==> config.mk <==
export PLATFORM = sky130hd
export DESIGN_NAME = sfm_top
export DESIGN_NICKNAME = d
export VERILOG_FILES = /design/src/sfm_pkg.sv /design/src/sfm_chat_if.sv /design/src/sfm_sync.sv /design/src/sfm_chatter.sv /design/src/sfm_top.sv
export SDC_FILE = /design/constraint.sdc
export NUM_CORES = 1
export LEC_CHECK = 0
export BUFFER_PORTS_ARGS = -buffer_cell sky130_fd_sc_hd__buf_2
export CORE_ASPECT_RATIO = 1.4
export CORE_MARGIN = 3
export CORE_UTILIZATION = 33
export CTS_CLUSTER_DIAMETER = 120
export DETAILED_ROUTE_END_ITERATION = 8
export PLACE_DENSITY = 0.55
export SLEW_MARGIN = 20
export SYNTH_ARGS = -nofsm -noshare
export SYNTH_HDL_FRONTEND = slang
export SYNTH_SLANG_ARGS = --single-unit
export TNS_END_PERCENT = 1
==> constraint.sdc <==
create_clock -name pclk -period 3.85 [get_ports pclk]
set_input_delay 0.1925 -clock pclk [delete_from_list [all_inputs] [get_ports pclk]]
set_output_delay 0.1925 -clock pclk [all_outputs]
set_load 0.02 [all_outputs]
==> src/sfm_pkg.sv <==
/*
 * sfm_pkg: shared constants of the safety fault monitor.
 * It holds the register offsets, field positions, fault values, message identifiers and timing figures.
 * Assumes: a single 125 MHz system clock and a 32-bit APB register bus.
 */
`default_nettype none
package sfm_pkg;
	// bus geometry
	localparam int DW = 32; // apb data width
	localparam int AW = 8; // apb address width
	// register byte offsets
	localparam logic [7:0] OFS_CTRL = 8'h00; // ack pulse, terminal enables
	localparam logic [7:0] OFS_TOL = 8'h04; // changeover tolerance, clock cycles
	localparam logic [7:0] OFS_STAT = 8'h08; // live fault state
	localparam logic [7:0] OFS_STOP_VAL = 8'h0C; // fault value of immediate stop
	localparam logic [7:0] OFS_DEF_VAL = 8'h10; // fault value of channel defect
	localparam logic [7:0] OFS_STOP_ID = 8'h14; // message id, immediate stop
	localparam logic [7:0] OFS_DEF_ID = 8'h18; // message id, channel defect
	localparam logic [7:0] OFS_IRQ_STAT = 8'h1C; // sticky events, clear on read
	localparam logic [7:0] OFS_IRQ_MASK = 8'h20; // interrupt enables
	localparam logic [7:0] OFS_XCHK = 8'h24; // cross-check mismatch report
	// field positions
	localparam int CTRL_ACK = 0; // write 1: acknowledge
	localparam int CTRL_EN1 = 1; // terminal_torque_off_enable_ch1
	localparam int CTRL_EN2 = 2; // terminal_torque_off_enable_ch2
	localparam int ST_STOP = 0; // immediate_stop_fault latched
	localparam int ST_DEF = 1; // channel_defect_fault latched
	localparam int ST_BUSY = 2; // chatter check running
	localparam int ST_INH = 3; // pulse inhibit driven
	localparam int IRQ_W = 2; // event bits: stop, defect
	// fault values
	typedef logic [15:0] sfm_fval_t;
	localparam sfm_fval_t FV_P2_STOP = 16'h0000; // 0
	localparam sfm_fval_t FV_XCHK_MIN = 16'h0001; // 1
	localparam sfm_fval_t FV_XCHK_MAX = 16'h03E7; // 999
	localparam sfm_fval_t FV_CHATTER = 16'h03E8; // 1000
	localparam sfm_fval_t FV_INIT_CHG = 16'h03E9; // 1001
	localparam sfm_fval_t FV_INIT_CHK = 16'h03EA; // 1002
	localparam sfm_fval_t FV_PULSE = 16'h03ED; // 1005
	localparam sfm_fval_t FV_TERM_DISC = 16'h0406; // 1030
	localparam sfm_fval_t FV_SEL_DISC = 16'h07D0; // 2000
	localparam sfm_fval_t FV_CHK_DISC = 16'h07D1; // 2001
	localparam sfm_fval_t FV_SEEN_DISC = 16'h07D3; // 2003
	localparam sfm_fval_t FV_CONSEQ = 16'h270F; // 9999
	// message identifiers: class letter over number
	localparam logic [7:0] CLASS_FAULT = 8'h46; // 'F'
	localparam logic [7:0] CLASS_ALARM = 8'h41; // 'A'
	localparam logic [7:0] CLASS_SAFETY = 8'h43; // 'C', either class
	localparam logic [23:0] NUM_STOP = 24'h000640; // 1600
	localparam logic [23:0] NUM_DEF = 24'h00064B; // 1611
	// timing
	localparam int CLK_NS = 8; // pclk period
	localparam int TOL_DEFAULT_NS = 1000000; // default tolerance, 1 ms
	localparam int TOL_DEFAULT_CYC = TOL_DEFAULT_NS / CLK_NS; // rounds down
	localparam logic [2:0] CHAT_MULT = 3'h5; // check window in tolerance times
	localparam int TOL_W = 24; // tolerance counter width
	// chatter checker states
	typedef enum logic [0:0] {CH_IDLE = 1'b0, CH_WATCH = 1'b1} sfm_chat_st_t;

	// builds a message identifier from class and number
	function automatic logic [31:0] sfm_msg_id(input logic [7:0] cls, input logic [23:0] num);
		return {cls, num};
	endfunction : sfm_msg_id

	// true for every offset that the register file decodes
	function automatic logic sfm_mapped(input logic [7:0] a);
		return (a <= OFS_XCHK) && (a[1:0] == 2'h0);
	endfunction : sfm_mapped
endpackage : sfm_pkg
`default_nettype wire

==> src/sfm_chat_if.sv <==
/*
 * sfm_chat_if: link between the fault monitor top and its chatter checker.
 * Assumes: both ends run on pclk; all signals are same-domain.
 */
`default_nettype none
interface sfm_chat_if #(parameter int TW = sfm_pkg::TOL_W);
	logic [1:0] sel; // synchronised torque-off selections
	logic [TW-1:0] tol; // tolerance in cycles
	logic ack; // one-cycle acknowledge
	logic busy; // check window open
	logic fault; // chatter or init fault held until ack
	sfm_pkg::sfm_fval_t code; // value belonging to fault
	modport chk (input sel, tol, ack, output busy, fault, code);
	modport top (output sel, tol, ack, input busy, fault, code);
endinterface : sfm_chat_if
`default_nettype wire

==> src/sfm_sync.sv <==
/*
 * sfm_sync: two-flop synchroniser for a vector of pin levels.
 * Assumes: each bit is an independent level; no word coherence is promised.
 */
`default_nettype none
module sfm_sync #(parameter int W = 1) (
	input wire logic pclk,
	input wire logic presetn,
	input wire logic [W-1:0] d,
	output logic [W-1:0] q
);
	typedef struct packed {
		logic [W-1:0] s1; // first stage, read only by s2
		logic [W-1:0] s2; // settled copy
	} sfm_sync_st_t;
	sfm_sync_st_t s_r, s_nxt;

	// shift the pins one stage per clock
	always_comb begin
		s_nxt = s_r;
		s_nxt.s1 = d;
		s_nxt.s2 = s_r.s1;
	end

	// state register
	always_ff @(posedge pclk or negedge presetn) begin
		if (!presetn) begin
			s_r <= '0;
		end else begin
			s_r <= s_nxt;
		end
	end

	assign q = s_r.s2;
endmodule : sfm_sync
`default_nettype wire

==> src/sfm_chatter.sv <==
/*
 * sfm_chatter: watches the selection signals for chattering against the tolerance time.
 * Assumes: sel is already synchronised; tol is stable while a window is open.
 */
`default_nettype none
module sfm_chatter #(parameter int TW = sfm_pkg::TOL_W) (
	input wire logic pclk,
	input wire logic presetn,
	sfm_chat_if.chk ci
);
	typedef struct packed {
		sfm_pkg::sfm_chat_st_t st; // idle or watching
		logic [1:0] sel_q; // previous selection
		logic [TW+2:0] elapsed; // cycles since window opened
		logic [TW-1:0] since; // cycles since last change
		logic fault; // held until ack
		sfm_pkg::sfm_fval_t code; // value of held fault
	} sfm_chatter_st_t;
	sfm_chatter_st_t s_r, s_nxt;
	logic chg; // selection changed this cycle
	logic [TW+2:0] lim; // five tolerance times

	// window logic: open on change, close on stability or expiry
	always_comb begin
		s_nxt = s_r;
		chg = (ci.sel != s_r.sel_q);
		lim = {3'h0, ci.tol} * {{TW{1'b0}}, sfm_pkg::CHAT_MULT};
		s_nxt.sel_q = ci.sel;
		// ack clears only with no window open; a new fault below still wins
		if (ci.ack && (s_r.st == sfm_pkg::CH_IDLE)) begin
			s_nxt.fault = 1'b0;
		end
		case (s_r.st)
			sfm_pkg::CH_IDLE: begin
				if (chg) begin
					if (ci.tol == '0) begin
						// a zero tolerance cannot time anything
						s_nxt.fault = 1'b1;
						s_nxt.code = sfm_pkg::FV_INIT_CHG;
					end else if (&ci.tol) begin
						// since counter could never exceed tol
						s_nxt.fault = 1'b1;
						s_nxt.code = sfm_pkg::FV_INIT_CHK;
					end else begin
						s_nxt.st = sfm_pkg::CH_WATCH;
						s_nxt.elapsed = (TW+3)'(1);
						s_nxt.since = '0;
					end
				end
			end
			sfm_pkg::CH_WATCH: begin
				s_nxt.elapsed = s_r.elapsed + (TW+3)'(1);
				s_nxt.since = chg ? '0 : s_r.since + TW'(1);
				if (!chg && (s_r.since >= ci.tol)) begin
					// stable longer than one tolerance time: quiet end
					s_nxt.st = sfm_pkg::CH_IDLE;
				end else if (s_r.elapsed >= lim) begin
					s_nxt.st = sfm_pkg::CH_IDLE;
					s_nxt.fault = 1'b1;
					s_nxt.code = sfm_pkg::FV_CHATTER;
				end
			end
			default: begin
				s_nxt.st = sfm_pkg::CH_IDLE;
			end
		endcase
	end

	// state register
	always_ff @(posedge pclk or negedge presetn) begin
		if (!presetn) begin
			s_r <= '0;
		end else begin
			s_r <= s_nxt;
		end
	end

	assign ci.busy = (s_r.st == sfm_pkg::CH_WATCH);
	assign ci.fault = s_r.fault;
	assign ci.code = s_r.code;
endmodule : sfm_chatter
`default_nettype wire

==> src/sfm_top.sv <==
/*
 * sfm_top: safety fault monitor with APB registers, fault latching and interrupt.
 * Assumes: pins come from outside the pclk domain; APB master on pclk; presetn asynchronous, active low.
 */
`default_nettype none
module sfm_top #(
	parameter int TW = sfm_pkg::TOL_W, // tolerance counter width
	parameter logic [TW-1:0] TOL_RESET = TW'(sfm_pkg::TOL_DEFAULT_CYC) // tolerance after reset
) (
	input wire logic pclk,
	input wire logic presetn,
	input wire logic psel,
	input wire logic penable,
	input wire logic pwrite,
	input wire logic [sfm_pkg::AW-1:0] paddr,
	input wire logic [sfm_pkg::DW-1:0] pwdata,
	output logic [sfm_pkg::DW-1:0] prdata,
	output logic pready,
	output logic pslverr,
	input wire logic sto_sel_ch1, // torque-off selection, channel 1
	input wire logic sto_sel_ch2, // torque-off selection, channel 2
	input wire logic spp_chk_ch1, // pulse suppression checkback, channel 1
	input wire logic spp_chk_ch2, // pulse suppression checkback, channel 2
	input wire logic torque_off_terminal_a,
	input wire logic torque_off_terminal_b,
	input wire logic term_seen_p1, // terminal state at processor 1
	input wire logic term_seen_p2, // terminal state at processor 2
	input wire logic pulses_cancelled, // power stage reports pulses off
	input wire logic p2_stop_req, // stop request from processor 2
	output logic pulse_inhibit, // high: hold power stage pulses off
	output logic irq
);
	localparam int NPIN = 10; // synchronised pin count

	// refuse widths the counters and the 32-bit register cannot hold
	if (TW < 4 || TW > 28) begin : g_tw_check
		$error("sfm_top: TW must lie in 4..28");
	end

	typedef struct packed {
		logic [sfm_pkg::DW-1:0] prdata; // read data, captured in setup
		logic pready; // access phase answer
		logic pslverr; // unmapped address
		logic en1; // terminal_torque_off_enable_ch1
		logic en2; // terminal_torque_off_enable_ch2
		logic ack; // one-cycle acknowledge
		logic [TW-1:0] tol; // changeover_tolerance_time in cycles
		logic stop_flt; // immediate_stop_fault
		sfm_pkg::sfm_fval_t stop_val; // its fault_value
		logic def_flt; // channel_defect_fault
		sfm_pkg::sfm_fval_t def_val; // its fault_value
		logic [sfm_pkg::IRQ_W-1:0] irq_stat; // sticky events
		logic [sfm_pkg::IRQ_W-1:0] irq_mask; // event enables
		logic irq; // registered interrupt
		logic pulse_inh; // registered inhibit
		logic [TW-1:0] disc_cnt; // discrepancy age in cycles
		logic xchk_req; // cross-check report pending
		sfm_pkg::sfm_fval_t xchk_val; // reported mismatch value
	} sfm_top_st_t;
	sfm_top_st_t s_r, s_nxt;

	logic [NPIN-1:0] pin_q; // synchronised pins
	logic sel1, sel2, chk1, chk2, ta, tb, tp1, tp2, pc, p2s; // pin aliases
	logic setup, acc; // apb phases
	logic [sfm_pkg::IRQ_W-1:0] rd_clr; // bits cleared by a status read
	logic [sfm_pkg::IRQ_W-1:0] ev; // events this cycle
	logic disc; // any channel disagreement
	logic disc_to; // disagreement older than tolerance
	sfm_pkg::sfm_fval_t disc_code; // value for that disagreement
	logic def_new; // defect cause this cycle
	sfm_pkg::sfm_fval_t def_code; // value for that cause
	logic def_raise; // defect latches this cycle
	logic pulse_unexp; // pulses off with no reason
	logic term_noen; // terminal selection not enabled
	logic term_disc; // terminals a and b disagree
	logic stop_cond; // any stop cause present
	sfm_pkg::sfm_fval_t stop_code; // value for that cause

	sfm_chat_if #(.TW(TW)) ci ();

	// every pin passes two flops before use
	sfm_sync #(.W(NPIN)) u_sync (
		.pclk(pclk),
		.presetn(presetn),
		.d({sto_sel_ch1, sto_sel_ch2, spp_chk_ch1, spp_chk_ch2, torque_off_terminal_a,
			torque_off_terminal_b, term_seen_p1, term_seen_p2, pulses_cancelled, p2_stop_req}),
		.q(pin_q)
	);
	assign {sel1, sel2, chk1, chk2, ta, tb, tp1, tp2, pc, p2s} = pin_q;

	// chatter checker watches both selections
	sfm_chatter #(.TW(TW)) u_chat (
		.pclk(pclk),
		.presetn(presetn),
		.ci(ci.chk)
	);
	assign ci.sel = {sel1, sel2};
	assign ci.tol = s_r.tol;
	assign ci.ack = s_r.ack;

	// fault causes and their values, highest priority first
	always_comb begin
		// disagreements must outlast one tolerance time to count
		disc = (sel1 != sel2) || (chk1 != chk2) || (tp1 != tp2);
		disc_to = disc && (s_r.disc_cnt >= s_r.tol);
		if (sel1 != sel2) begin
			disc_code = sfm_pkg::FV_SEL_DISC;
		end else if (chk1 != chk2) begin
			disc_code = sfm_pkg::FV_CHK_DISC;
		end else begin
			disc_code = sfm_pkg::FV_SEEN_DISC;
		end
		// channel defect causes
		// a held chatter fault is no live cause on the ack cycle, or one ack could never clear it
		def_new = (ci.fault && !s_r.ack) || disc_to || s_r.xchk_req;
		if (ci.fault) begin
			def_code = ci.code;
		end else if (disc_to) begin
			def_code = disc_code;
		end else begin
			def_code = s_r.xchk_val;
		end
		def_raise = def_new && !s_r.def_flt;
		// immediate stop causes
		pulse_unexp = pc && !sel1 && !sel2 && !s_r.stop_flt;
		term_noen = (ta || tb) && !s_r.en1 && !s_r.en2;
		term_disc = (ta != tb);
		stop_cond = p2s || s_r.def_flt || def_raise || pulse_unexp || term_noen || term_disc;
		if (p2s) begin
			stop_code = sfm_pkg::FV_P2_STOP;
		end else if (s_r.def_flt || def_raise) begin
			stop_code = sfm_pkg::FV_CONSEQ;
		end else if (pulse_unexp || term_noen) begin
			stop_code = sfm_pkg::FV_PULSE;
		end else begin
			stop_code = sfm_pkg::FV_TERM_DISC;
		end
	end

	// bus slave, fault latches and interrupt
	always_comb begin
		s_nxt = s_r;
		setup = psel && !penable;
		acc = psel && penable && s_r.pready;
		rd_clr = '0;
		// one wait-free access cycle: answer prepared during setup
		s_nxt.pready = setup;
		s_nxt.pslverr = setup && !sfm_pkg::sfm_mapped(paddr);
		s_nxt.prdata = '0;
		if (setup && !pwrite) begin
			case (paddr)
				sfm_pkg::OFS_CTRL: begin
					s_nxt.prdata[sfm_pkg::CTRL_EN1] = s_r.en1;
					s_nxt.prdata[sfm_pkg::CTRL_EN2] = s_r.en2;
				end
				sfm_pkg::OFS_TOL: s_nxt.prdata[TW-1:0] = s_r.tol;
				sfm_pkg::OFS_STAT: begin
					s_nxt.prdata[sfm_pkg::ST_STOP] = s_r.stop_flt;
					s_nxt.prdata[sfm_pkg::ST_DEF] = s_r.def_flt;
					s_nxt.prdata[sfm_pkg::ST_BUSY] = ci.busy;
					s_nxt.prdata[sfm_pkg::ST_INH] = s_r.pulse_inh;
				end
				sfm_pkg::OFS_STOP_VAL: s_nxt.prdata[15:0] = s_r.stop_val;
				sfm_pkg::OFS_DEF_VAL: s_nxt.prdata[15:0] = s_r.def_val;
				sfm_pkg::OFS_STOP_ID: s_nxt.prdata = sfm_pkg::sfm_msg_id(sfm_pkg::CLASS_FAULT,
					sfm_pkg::NUM_STOP);
				sfm_pkg::OFS_DEF_ID: s_nxt.prdata = sfm_pkg::sfm_msg_id(sfm_pkg::CLASS_FAULT,
					sfm_pkg::NUM_DEF);
				sfm_pkg::OFS_IRQ_STAT: s_nxt.prdata[sfm_pkg::IRQ_W-1:0] = s_r.irq_stat;
				sfm_pkg::OFS_IRQ_MASK: s_nxt.prdata[sfm_pkg::IRQ_W-1:0] = s_r.irq_mask;
				sfm_pkg::OFS_XCHK: s_nxt.prdata[15:0] = s_r.xchk_val;
				default: s_nxt.prdata = '0;
			endcase
		end
		// writes take effect at the access edge
		s_nxt.ack = 1'b0;
		s_nxt.xchk_req = 1'b0;
		if (acc && pwrite) begin
			case (paddr)
				sfm_pkg::OFS_CTRL: begin
					s_nxt.ack = pwdata[sfm_pkg::CTRL_ACK];
					s_nxt.en1 = pwdata[sfm_pkg::CTRL_EN1];
					s_nxt.en2 = pwdata[sfm_pkg::CTRL_EN2];
				end
				sfm_pkg::OFS_TOL: s_nxt.tol = pwdata[TW-1:0];
				sfm_pkg::OFS_IRQ_MASK: s_nxt.irq_mask = pwdata[sfm_pkg::IRQ_W-1:0];
				sfm_pkg::OFS_XCHK: begin
					// only 1..999 name a cross-check mismatch; others are dropped
					if (pwdata[15:0] >= sfm_pkg::FV_XCHK_MIN && pwdata[15:0] <= sfm_pkg::FV_XCHK_MAX &&
						pwdata[31:16] == 16'h0000) begin
						s_nxt.xchk_req = 1'b1;
						s_nxt.xchk_val = pwdata[15:0];
					end
				end
				default: begin
				end
			endcase
		end
		// status read clears only what it reported
		if (acc && !pwrite && (paddr == sfm_pkg::OFS_IRQ_STAT)) begin
			rd_clr = s_r.prdata[sfm_pkg::IRQ_W-1:0];
		end
		// discrepancy age
		s_nxt.disc_cnt = !disc ? '0 : ((&s_r.disc_cnt) ? s_r.disc_cnt : s_r.disc_cnt + TW'(1));
		// defect latch: first value stays until ack with cause gone
		if (def_raise) begin
			s_nxt.def_flt = 1'b1;
			s_nxt.def_val = def_code;
		end else if (s_r.ack && !def_new && !disc && !ci.busy) begin
			s_nxt.def_flt = 1'b0;
		end
		// stop latch, with the defect as one of its causes
		if (stop_cond && !s_r.stop_flt) begin
			s_nxt.stop_flt = 1'b1;
			s_nxt.stop_val = stop_code;
		end else if (s_r.ack && !p2s && !s_nxt.def_flt && !(pc && !sel1 && !sel2) && !term_noen && !term_disc) begin
			// a defect cleared on this ack releases its consequent stop at the same edge
			s_nxt.stop_flt = 1'b0;
		end
		// events: a new event beats a clearing read
		ev = {def_raise, stop_cond && !s_r.stop_flt};
		s_nxt.irq_stat = (s_r.irq_stat & ~rd_clr) | ev;
		s_nxt.irq = |(s_nxt.irq_stat & s_nxt.irq_mask);
		s_nxt.pulse_inh = s_nxt.stop_flt;
	end

	// state register; tolerance comes up at its default
	always_ff @(posedge pclk or negedge presetn) begin
		if (!presetn) begin
			s_r <= '0;
			s_r.tol <= TOL_RESET;
		end else begin
			s_r <= s_nxt;
		end
	end

	assign prdata = s_r.prdata;
	assign pready = s_r.pready;
	assign pslverr = s_r.pslverr;
	assign pulse_inhibit = s_r.pulse_inh;
	assign irq = s_r.irq;
endmodule : sfm_top
`default_nettype wire

* Word level (Yosys, flattened, before mapping)
Index checks and enable logic that the tools add are counted.
** Storage, ports and cells
- Flip-flop bits (word level) :: 232
- Input port bits :: 55
- Output and inout bits :: 36
- Logic and storage cells :: 182
** Operators by class
- $add $sub $neg :: 3
- Multipliers :: 1
- Order comparisons :: 6
- Equality and inequality tests :: 21
- Muxes and demuxes :: 46
- Bitwise operators :: 5
- Reductions and logical operators :: 75
** Operator list (number)
- 68-bit one-hot mux with 2 select lines :: 1
- 17-bit 2-to-1 mux :: 7
- 51-bit 2-to-1 mux :: 2
- 24-bit 2-to-1 mux :: 4
- 68-bit 2-to-1 mux :: 1
- 12-bit one-hot mux with 5 select lines :: 1
- 24-bit by 1-bit adder with 24-bit output (second input constant) :: 2
- 24-bit greater-or-equal comparator :: 2
- 16-bit 2-to-1 mux :: 3
- 24-bit AND reduction :: 2
- 8-bit by 5-bit equality test with 1-bit output (second input constant) :: 4
- 31-bit 2-to-1 mux :: 1
- 1-bit logical AND :: 30
- 14-bit 2-to-1 mux :: 2
- 27-bit by 1-bit adder with 27-bit output (second input constant) :: 1
- 27-bit greater-or-equal comparator :: 1
- 24-bit by 3-bit multiplier with 27-bit output (second input constant) :: 1
- 25-bit 2-to-1 mux :: 1
- 24-bit logical NOT :: 1
- 1-bit logical NOT :: 19
- 8-bit by 4-bit equality test with 1-bit output (second input constant) :: 2
- 8-bit by 6-bit equality test with 1-bit output (second input constant) :: 2
- 16-bit by 1-bit greater-or-equal comparator with 1-bit output (second input constant) :: 1
- 16-bit by 10-bit less-or-equal comparator with 1-bit output (second input constant) :: 1
- 29 further kinds :: 65

* Logic depth before layout (Yosys ltp)
Gate-level depths: netlist of the first run.
- Word-level depth :: 19
- Depth in mapped cells :: 19

* By module
A second synthesis of the first run with hierarchy kept.
** Second synthesis, totals
- Cells, all modules :: 1469
- Area, all modules :: 13132.6 sq um
** Modules (own cells, without submodules)
- sfm_top :: instances 1, cells an instance 727, area each 6792.8 sq um, sequential area each 3086.7 sq um
- sfm_chatter :: instances 1, cells an instance 722, area each 5839.4 sq um, sequential area each 1451.4 sq um
- sfm_sync :: instances 1, cells an instance 20, area each 500.5 sq um, sequential area each 500.5 sq um

* Worst setup path after synthesis of the first run
No wires, ideal clock.
- Kind :: reg2reg
- Start :: register ci.tol[3] (netlist name)
- End :: register u_chat.s_r (netlist bit u_chat.ci.code[0])
- Library setup time :: 0.066 ns
- Arrival time :: 4.134 ns
- Slack :: -0.350 ns
- Stages on the path, launching flop included :: 19
- Path buffers :: 0
- Period minus slack after synthesis :: 4.200 ns
- Path through :: dfstp_2 > ha_1 > ha_1 > inv_1 > fa_1 > nand2b_1 > a21oi_1 > o211ai_1 > a21boi_0 > a221oi_1 > o21ai_0 > a311oi_1 > ha_1 > a211o_1 > a211oi_1 > o211a_1 > a221oi_1 > a21oi_1 > a22o_1
** Between the ends
- Cells in the longest elaborated chain, start to end :: 4
- Elaborated cells between the ends (all ways) :: 13
- Classes of those cells :: 1 x mul; 2 x order compare; 3 x eq/ne; 3 x mux; 4 x reduce/logical
** Ends and longest elaborated chain
- 24-bit by 3-bit multiplier with 27-bit output (tied with other cells) :: RTL line sfm_chatter.sv:27 : lim = {3'h0, ci.tol} * {{TW{1'b0}}, sfm_pkg::CHAT_MULT};
- 27-bit greater-or-equal comparator (tied with other cells) :: RTL line sfm_chatter.sv:57 : end else if (s_r.elapsed >= lim) begin
- 2-bit inequality test (no line) / 68-bit 2-to-1 mux (equally long branches)
- 4-bit AND reduction (no line) / 68-bit one-hot mux with 2 select lines (equally long branches)
- end signal: assignment :: RTL line sfm_chatter.sv:74 : s_r <= s_nxt;
- end: declaration :: RTL line sfm_chatter.sv:19 : sfm_chatter_st_t s_r, s_nxt;
Parallel ways exist; a longest one is shown, timed or not. The select of a mux whose other input is x is not followed.
A chain may end at the register's enable or synchronous reset.

* Final worst setup path of the first run
- Start :: register ci.tol[3] (netlist name)
- End :: register u_chat.s_r (netlist bit u_chat.ci.code[0])
** Between the ends
- Cells in the longest elaborated chain, start to end :: 4
- Elaborated cells between the ends (all ways) :: 13
- Classes of those cells :: 1 x mul; 2 x order compare; 3 x eq/ne; 3 x mux; 4 x reduce/logical
** Ends and longest elaborated chain (RTL line)
- 24-bit by 3-bit multiplier with 27-bit output (tied with other cells) :: sfm_chatter.sv:27
- 27-bit greater-or-equal comparator (tied with other cells) :: sfm_chatter.sv:57
- 2-bit inequality test (no line) / 68-bit 2-to-1 mux (equally long branches)
- 4-bit AND reduction (no line) / 68-bit one-hot mux with 2 select lines (equally long branches)
Parallel ways exist; a longest one is shown, timed or not. The select of a mux whose other input is x is not followed.

==> results of run 1 <==
==> worst min-delay path, stage by stage <==
cell and delay, ns:
buf_2 0.16, o21ai_0 0.15, a21oi_1 0.06
==> per-stage QoR <==
| stage | util (%) | hold slack [ns] |
|---|---|---|
| after floorplan | - | -0.103 |
| after global placement | 38.1 | 0.301 |
| after detailed placement | 38.1 | 0.302 |
| after CTS | 41.7 | 0.0222 |
| after global routing | 41.7 | 0.0524 |
| final | 41.7 | 0.0581 |
==> power by group through the flow <==
stage          combinational [mW]  sequential, mW  clock (mW)
4_1_cts                     0.718            2.29        2.33
6_report                    0.709            2.29        2.27
3_3_place_gp                0.661            2.32           0
5_1_grt                     0.801            2.30        2.43
2_1_floorplan               0.411            2.29           0
3_5_place_dp                0.670            2.32           0
==> layout make-up <==
| cell class | instances | share of cell area, % |
|---|---|---|
| well taps | 467 | 3.79 |
| clock inverters | 10 | 0.649 |
| repair buffers | 225 | 10.3 |
| clock buffers | 32 | 4.48 |
| inverters | 68 | 1.66 |
| flip-flops and latches | 201 | 32.7 |
| multi-input cells | 986 | 46.4 |
==> cell families after synthesis <==
| kind of cell | count (synthesis) | synth area share [%] |
|---|---|---|
| AOI/OAI and AO/OA | 323 | 17.0 |
| xor gates and xnor gates | 43 | 3.02 |
| adders and majority gates | 124 | 12.5 |
| buffers and inverters | 136 | 5.25 |
| DFF | 201 | 40.4 |
| muxes | 37 | 3.56 |
| other | 1 | 0.0301 |
| and+or+nand+nor | 454 | 18.2 |
==> registers in the layout (all words and copies together) (netlist names), 3 cells and up <==
| name | cells |
|---|---|
| ci.tol | 24 |
| prdata | 25 |
| s_r | 69 |
| u_chat.ci.code | 3 |
| u_chat.s_r | 53 |
| u_sync.q | 10 |
| u_sync.s_nxt | 10 |
==> layer usage <==
metal	global-route usage, %	routed length, um	share of wire [%]
met1	21.2	14600	41
met5	0	0	0
met4	6.79	1420	3.9
met3	2.08	1280	3.6
met2	32.5	18700	52
==> layout by cell type (no fill, tap or decap), drive strengths merged, types with 29 or more instances in the layout <==
master,netlist,routed
nand4,43,43
a21o,32,32
o21ai,106,106
dfrtp,194,194
clkbuf,26,33
buf,42,184
and3,31,31
nand2,119,119
nand3,42,42
dlygate4sd3,0,40
ha,123,123
inv,68,69
a21oi,53,53
nor2,100,100
mux2,29,29
==> path summary, 6_finish.rpt <==
path | end | slack (ns) | cells after the start
max | u_chat.ci.code[0]$_DFFE_PN0P_ | -0.40 | 18
min | pslverr$_DFF_PN0_ | 0.06 | 3
max reg2reg | u_chat.ci.code[0]$_DFFE_PN0P_ | -0.40 | 18
min reg2reg | u_sync.q[8]$_DFF_PN0_ | 0.35 | 0
max in group asynchronous | prdata[10]$_DFF_PN0_ | 2.46 | 3
min in group asynchronous | s_r[21]$_DFFE_PN0P_ | 0.38 | 2
==> repair_timing <==
item / 4_1_cts / 5_1_grt
endpoints found under the hold margin: 151 / 0
hold buffers: 40 / 0
pin swaps: 14 / 5
endpoints found under the setup margin: 5 / 5
gates resized for setup: 19 / 6
setup buffers: 2 / 0
==> summary.md, run 1 <==
| Metric | Value |
|---|---|
| Initial antenna violation count | 1 |
| F_max | 235 MHz |
| Cell row count | 83 |
| FF+latch area | 0.00504 mm^2 |
| Pwr dens | 342 mW/mm^2 |
| Chip Height | 236 um |
| Post-synth top cells | 194 x dfrtp_1, 123 x ha_1, 118 x nand2_1 |
| Failing checks | setup timing |
| Max VDD drop | 0.000351 V |
| CP cell instances | buf_4 > ha_4 > ha_4 > a211oi_4 > o21ai_2 > and3_1 > o211a_1 > o21ai_1 > or4b_1 > o311a_1 > ha_1 > nand4_1 > buf_4 > o211a_1 > a221oi_2 > buf_4 > a21oi_4 > a22o_1 |
| Syn Area/Cell | 9.46 um^2 |
| Syn Inst Count | 1319 |
| Crit-path max cell delay | 0.56 ns |
| RePlAce Congestion | 0.835 |
| Post-DR wirelength/cell | 18.1 um |
| Drt total wl | 36100 um |
| Multi-input gate area | 0.00716 mm^2 |
| Mapped Area | 0.0125 mm^2 |
| PnR worst setup slack | -0.404 ns |
| Clock Path Buffers | 3 |
| Largest net degree at the start of global routing | 119 |
| Placed cell areas | 0.0141 mm^2 |
| Clock-pin slew of the registers on the worst-case setup and hold paths | 0.06 ns |
| Part of the power in the clock network | 43.1% |
| Ys Warns | 0 |
| Total gr overflow | 0 |
| Critical path peak fanout | 4 |
| Register area share after synthesis | 40.4% |
| DR vias/cell | 5.41 |
| Worst path arrival time | 4.67 ns |
| Placed cell count | 1905 |
| CP delay by family, top | compound AO/OA/AOI/OAI gates |
| # port buffers | 85 |
| Post-synth top area share | 38.9% |
| DP HPWL | 27100 um |
| Final Skew | 0.0347 ns |
| Seq cells post-synth | 201 |
| Max Cap Viol | 0 |
| Final Total Pwr | 5.27 mW |
| Total CTS buffers | 24 |
| Clock Root Buffer | clkbuf_16 |
| TritonRoute pass-1 iters | 9 |
| # fillers | 3618 |
| FFs w/ async S/R, synth | 100% |
| Initial Util | 33.7% |
| Total number of vias | 10754 |
| Die area | 0.0402 mm^2 |
| RR Startpoint | ci.tol[3]$_DFFE_PN1P_ |
| Switch share | 27.5% |
| Setup TNS | -1.71 ns |
| Lkg Pwr | 7.42 nW |
| Design area | 0.0154 mm^2 |
| WS Path Type | reg -> reg |
| Core Area | 0.0370 mm^2 |
| Hold Path Class | in -> reg |
| Ports | 91 |
| Final nets | 1685 |
| Share of layout cells above drive strength 1 | 20.3% |
| Top FF cell, synth | dfrtp_1 |
| Worst setup path start | ci.tol[3]$_DFFE_PN1P_ |
| Critical Path Sink Type | register |
| Int Pwr | 3.82 mW |
| Period Utilization, post-route | 110% |
| Slew margin rel. | 34.1% |
| Status | complete, but fails checks |
| Comb pwr share | 13.5% |
| P_sw | 1.45 mW |
| Critical Path RT | 4.26 ns |
| Diode count | 0 |
| Antenna viol nets, final | 0 |
| Yosys top cell by area | dfrtp_1 |
| Crit-path slowest cell | dfstp_2 |
| RSZ-0062 raised after global routing | yes |
| CTS tree | yes |
| DR DRC count | 0 |
| Critical path's most frequent cell | buf_4 |
| Number of global-route vias before repair | 10819 |
| Place WS | -0.570 ns |
| Worst Setup Start Kind | register |
| Area grow syn2layout | 23.6% |
| Yosys cell types | 73 |
| Hold Crit Start | paddr[4] |
| Gr usage total | 17.8% |
| Latest clock arrival within the worst-skew pair | 0.55 ns |
| Count leader, synth | dfrtp_1 |
| Clock period minus worst slack | 4.25 ns |
| Slew Viols, Final | 0 |
| Sequential share of power | 43.4% |
| Synth top area cells | dfrtp_1 39%, ha_1 12%, o21ai_0 4.2% |
| Slew of the pin with the lowest slew margin | 0.988 ns |
| EDFF count, synth | 0 |
| Final Hold Viols | 0 |
| CTS Sinks | 201 |
| DRT iter0 DRCs | 685 |
| Final setup fails | 5 |
| Non-filler cells, final | 1989 |
| H-tree depth | 1 |
| Crit path buf inv count | 3 |
| First-pass GRT wire length | 58100 um |
| Die width | 170 um |
No activity file was read; power rests on OpenSTA's default activity.
==> run 2, diff against run 1 <==
CTS_BUF_LIST = sky130_fd_sc_hd__clkbuf_2   (was unset)
PLACE_DENSITY = 0.56   (was 0.55)
==> summary.md, run 2 (synthesis results as in run 1) <==
| Metric | Value |
|---|---|
| Setup TNS | -1.74 ns (-0.0310 ns) |
| Post-DR wirelength/cell | 18.1 um (about the same) |
| Final setup fails | 5 (unchanged) |
| Largest register FFs | 69 (unchanged) |
| Worst path arrival time | 5.01 ns (+0.34 ns) |
| Status | complete, but fails checks |
| Latest clock arrival within the worst-skew pair | 0.96 ns (+0.41 ns) |
| Lkg Pwr | 7.85 nW (+5.8%) |
| WHS Path Cells | 3 (unchanged) |
| Number of global-route vias before repair | 11725 (+8.4%) |
| Clock Root Buffer | clkbuf_2 |
| Sequential share of power | 49.4% (+6.0 points) |
| Crit-path slowest cell | dfstp_2 |
| Most frequent cells in the layout | 194 x dfrtp_1, 118 x nand2_1, 116 x dlygate4sd3_1, 112 x buf_4, 104 x ha_1 |
| CP delay by family, top | compound AO/OA/AOI/OAI gates |
| Part of the power in the clock network | 34.2% (-8.9 points) |
| Drt total wl | 38800 um (+7.5%) |
| Area grow syn2layout | 28.9% |
| Crit path buf inv count | 2 (-1) |
| Hold Crit Start | pwdata[10] |
| CTS Sinks | 201 (unchanged) |
| Largest Register | s_r |
| Final Hold Viols | 0 (unchanged) |
| Clock Path Buffers | 3 (unchanged) |
| RSZ-0062 raised after global routing | yes |
| Failing checks | setup timing |
| H-tree depth | 2 (+1) |
| Crit-path max cell delay | 0.59 ns (+0.03 ns) |
| Critical R2R Capture | u_chat.ci.code[0]$_DFFE_PN0P_ |
| Clock-pin slew of the registers on the worst-case setup and hold paths | 0.10 ns (+0.04 ns) |
| Die width | 170 um (unchanged) |
| WS Path Type | reg -> reg |
| Placed cell count | 1907 (+0.10%) |
| Cell row count | 83 (unchanged) |
| Critical Path Sink Type | register |
| RR Startpoint | ci.tol[3]$_DFFE_PN1P_ |
| Critical path peak fanout | 4 (unchanged) |
| Finished Core Util | 43.5% (+1.8 points) |
| F_max | 237 MHz (+0.68%) |
| Final Total Pwr | 4.60 mW (-13%) |
| Max Cap Viol | 0 (unchanged) |
| DP HPWL | 27500 um (+1.2%) |
| First-pass GRT wire length | 62600 um (+7.7%) |
| Reg-to-reg slack, setup | -0.38 ns (+0.03 ns) |
| Pwr dens | 286 mW/mm^2 (-16%) |
| Clock period minus worst slack | 4.23 ns (-0.0285 ns) |
| DR vias/cell | 5.33 (-1.3%) |
| TritonRoute pass-1 iters | 5 (-4) |
| Non-filler cells, final | 2138 (+7.5%) |
| Core Area | 0.0370 mm^2 (unchanged) |
| Cell depth of the worst flop-to-flop path | 17 (-1) |
| Total number of vias | 11405 (+6.1%) |
| DR DRC count | 0 (unchanged) |
| P_sw | 1.51 mW (+4.2%) |
| Switch share | 32.8% (+5.3 points) |
| Initial antenna violation count | 1 (unchanged) |
| Worst Hold End | ci.tol[10]$_DFFE_PN0P_ |
| Share of layout cells above drive strength 1 | 22.5% (+2.2 points) |
| Worst Setup Start Kind | register |
| Critical Path RT | 4.64 ns (+0.38 ns) |
| Antenna viol nets, final | 0 (unchanged) |
| Slew of the pin with the lowest slew margin | 0.825 ns (-0.164 ns) |
| DRT iter0 DRCs | 635 (-7.3%) |
| RePlAce Congestion | 0.853 (+2.1%) |
| Die area | 0.0402 mm^2 (unchanged) |
| Total CTS buffers | 56 (+130%) |
| CP cell instances | buf_6 > ha_4 > ha_4 > a211oi_4 > o21ai_2 > and3_4 > o211a_1 > o21ai_2 > or4b_1 > o311a_1 > ha_1 > nand4_1 > buf_4 > o211a_1 > a221oi_4 > a21oi_4 > a22o_1 |
| Worst setup path start | ci.tol[3]$_DFFE_PN1P_ |
| Total gr overflow | 0 (unchanged) |
| Gr usage total | 19.3% (+1.4 points) |
| Final Skew | 0.120 ns (+0.0858 ns) |
| Max VDD drop | 0.000213 V (-39%) |
| Ports | 91 (unchanged) |
| Final nets | 1808 (+7.3%) |
| CTS tree | yes |
| Most common cell after layout, fill and taps aside | dfrtp_1 |
| PnR worst setup slack | -0.375 ns (+0.0285 ns) |
| Int Pwr | 3.09 mW (-19%) |
| Slew Viols, Final | 0 (unchanged) |
| Largest net degree at the start of global routing | 70 (-41%) |
| Slew margin rel. | 44.9% (+11 points) |
| # port buffers | 85 (unchanged) |
| Chip Height | 236 um (unchanged) |
| Initial Util | 33.7% (unchanged) |
| WHS | 0.130 ns (+0.0714 ns) |
| Comb pwr share | 16.4% (+2.9 points) |
| Period Utilization, post-route | 110% (-0.74 points) |
| Hold Path Class | in -> reg |
-- run 2: cell types whose count changed in the layout (fill, tap and decap cells not counted), sizes merged --
cell,previous run,this run
inv,69,70
bufinv,1,0
dlygate4sd3,40,116
buf,184,199
clkinv,5,14
diode,0,1
clkbuf,33,83
clkinvlp,3,1
-- run 2: final cells by class --
class	instances	area, um^2
inverter	68	255
tap	467	584
antenna	1	2.50
clock buffer	82	410
sequential	201	5040
timing repair buffer	316	2490
multi-input combinational	986	7210
clock inverter	17	81.3
fill	3605	20900
-- run 2: how the worst max path moves through the flow --
stage                                         end  slack (ns)  cells past startpoint
global route        u_chat.ci.code[0]$_DFFE_PN0P_       -0.57                     17
global placement    u_chat.ci.code[0]$_DFFE_PN0P_       -0.47                     18
detailed placement  u_chat.ci.code[0]$_DFFE_PN0P_       -0.61                     18
finish              u_chat.ci.code[0]$_DFFE_PN0P_       -0.38                     17
floorplan           u_chat.ci.code[0]$_DFFE_PN0P_       -0.01                     17
CTS                 u_chat.ci.code[0]$_DFFE_PN0P_       -0.39                     17
-- run 2: worst reg2reg max path, cell delays in order, from the launching register on --
cell and delay (ns):
dfstp_2 0.59, buf_6 0.11, ha_4 0.20, ha_4 0.18, a211oi_4 0.26, o21ai_2 0.11, and3_4 0.16, o211a_1 0.23
o21ai_2 0.15, or4b_1 0.44, o311a_1 0.15, ha_1 0.30, nand4_1 0.13, buf_4 0.16, o211a_1 0.24, a221oi_4 0.37
a21oi_4 0.11, a22o_1 0.22
-- run 2: metal layers --
| layer | share of wire [%] | vias to the layer above | wire length (um) | GRT usage [%] |
|---|---|---|---|---|
| li1 | - | 5464 | - | - |
| met4 | 4.3 | 0 | 1650 | 8.51 |
| met1 | 39 | 5546 | 15300 | 22.1 |
| met2 | 53 | 298 | 20500 | 35.1 |
| met3 | 3.4 | 97 | 1330 | 2.63 |
| met5 | 0 | - | 0 | 0 |
-- run 2: power groups by stage --
stage / Clock [mW] / Sequential [mW] / Combinational, mW
global placement: 0 / 2.31 / 0.652
global route: 1.76 / 2.29 / 0.841
finish: 1.57 / 2.28 / 0.754
CTS: 1.64 / 2.27 / 0.750
floorplan: 0 / 2.29 / 0.411
detailed placement: 0 / 2.32 / 0.662
-- run 2: what timing repair did --
item	4_1_cts	5_1_grt
pin swaps	31	16
endpoints found under the setup margin	5	5
hold buffers	117	0
resized for setup	27	6
setup buffers	9	6
hold endpoints to repair	233	0
-- run 2: through the flow --
stage | instance area, um^2 | worst slack (ns)
finish | 16100 | -0.375
global placement | 14100 | -0.471
CTS | 16000 | -0.388
detailed placement | 14100 | -0.610
floorplan | 12700 | -0.00966
global route | 16100 | -0.570
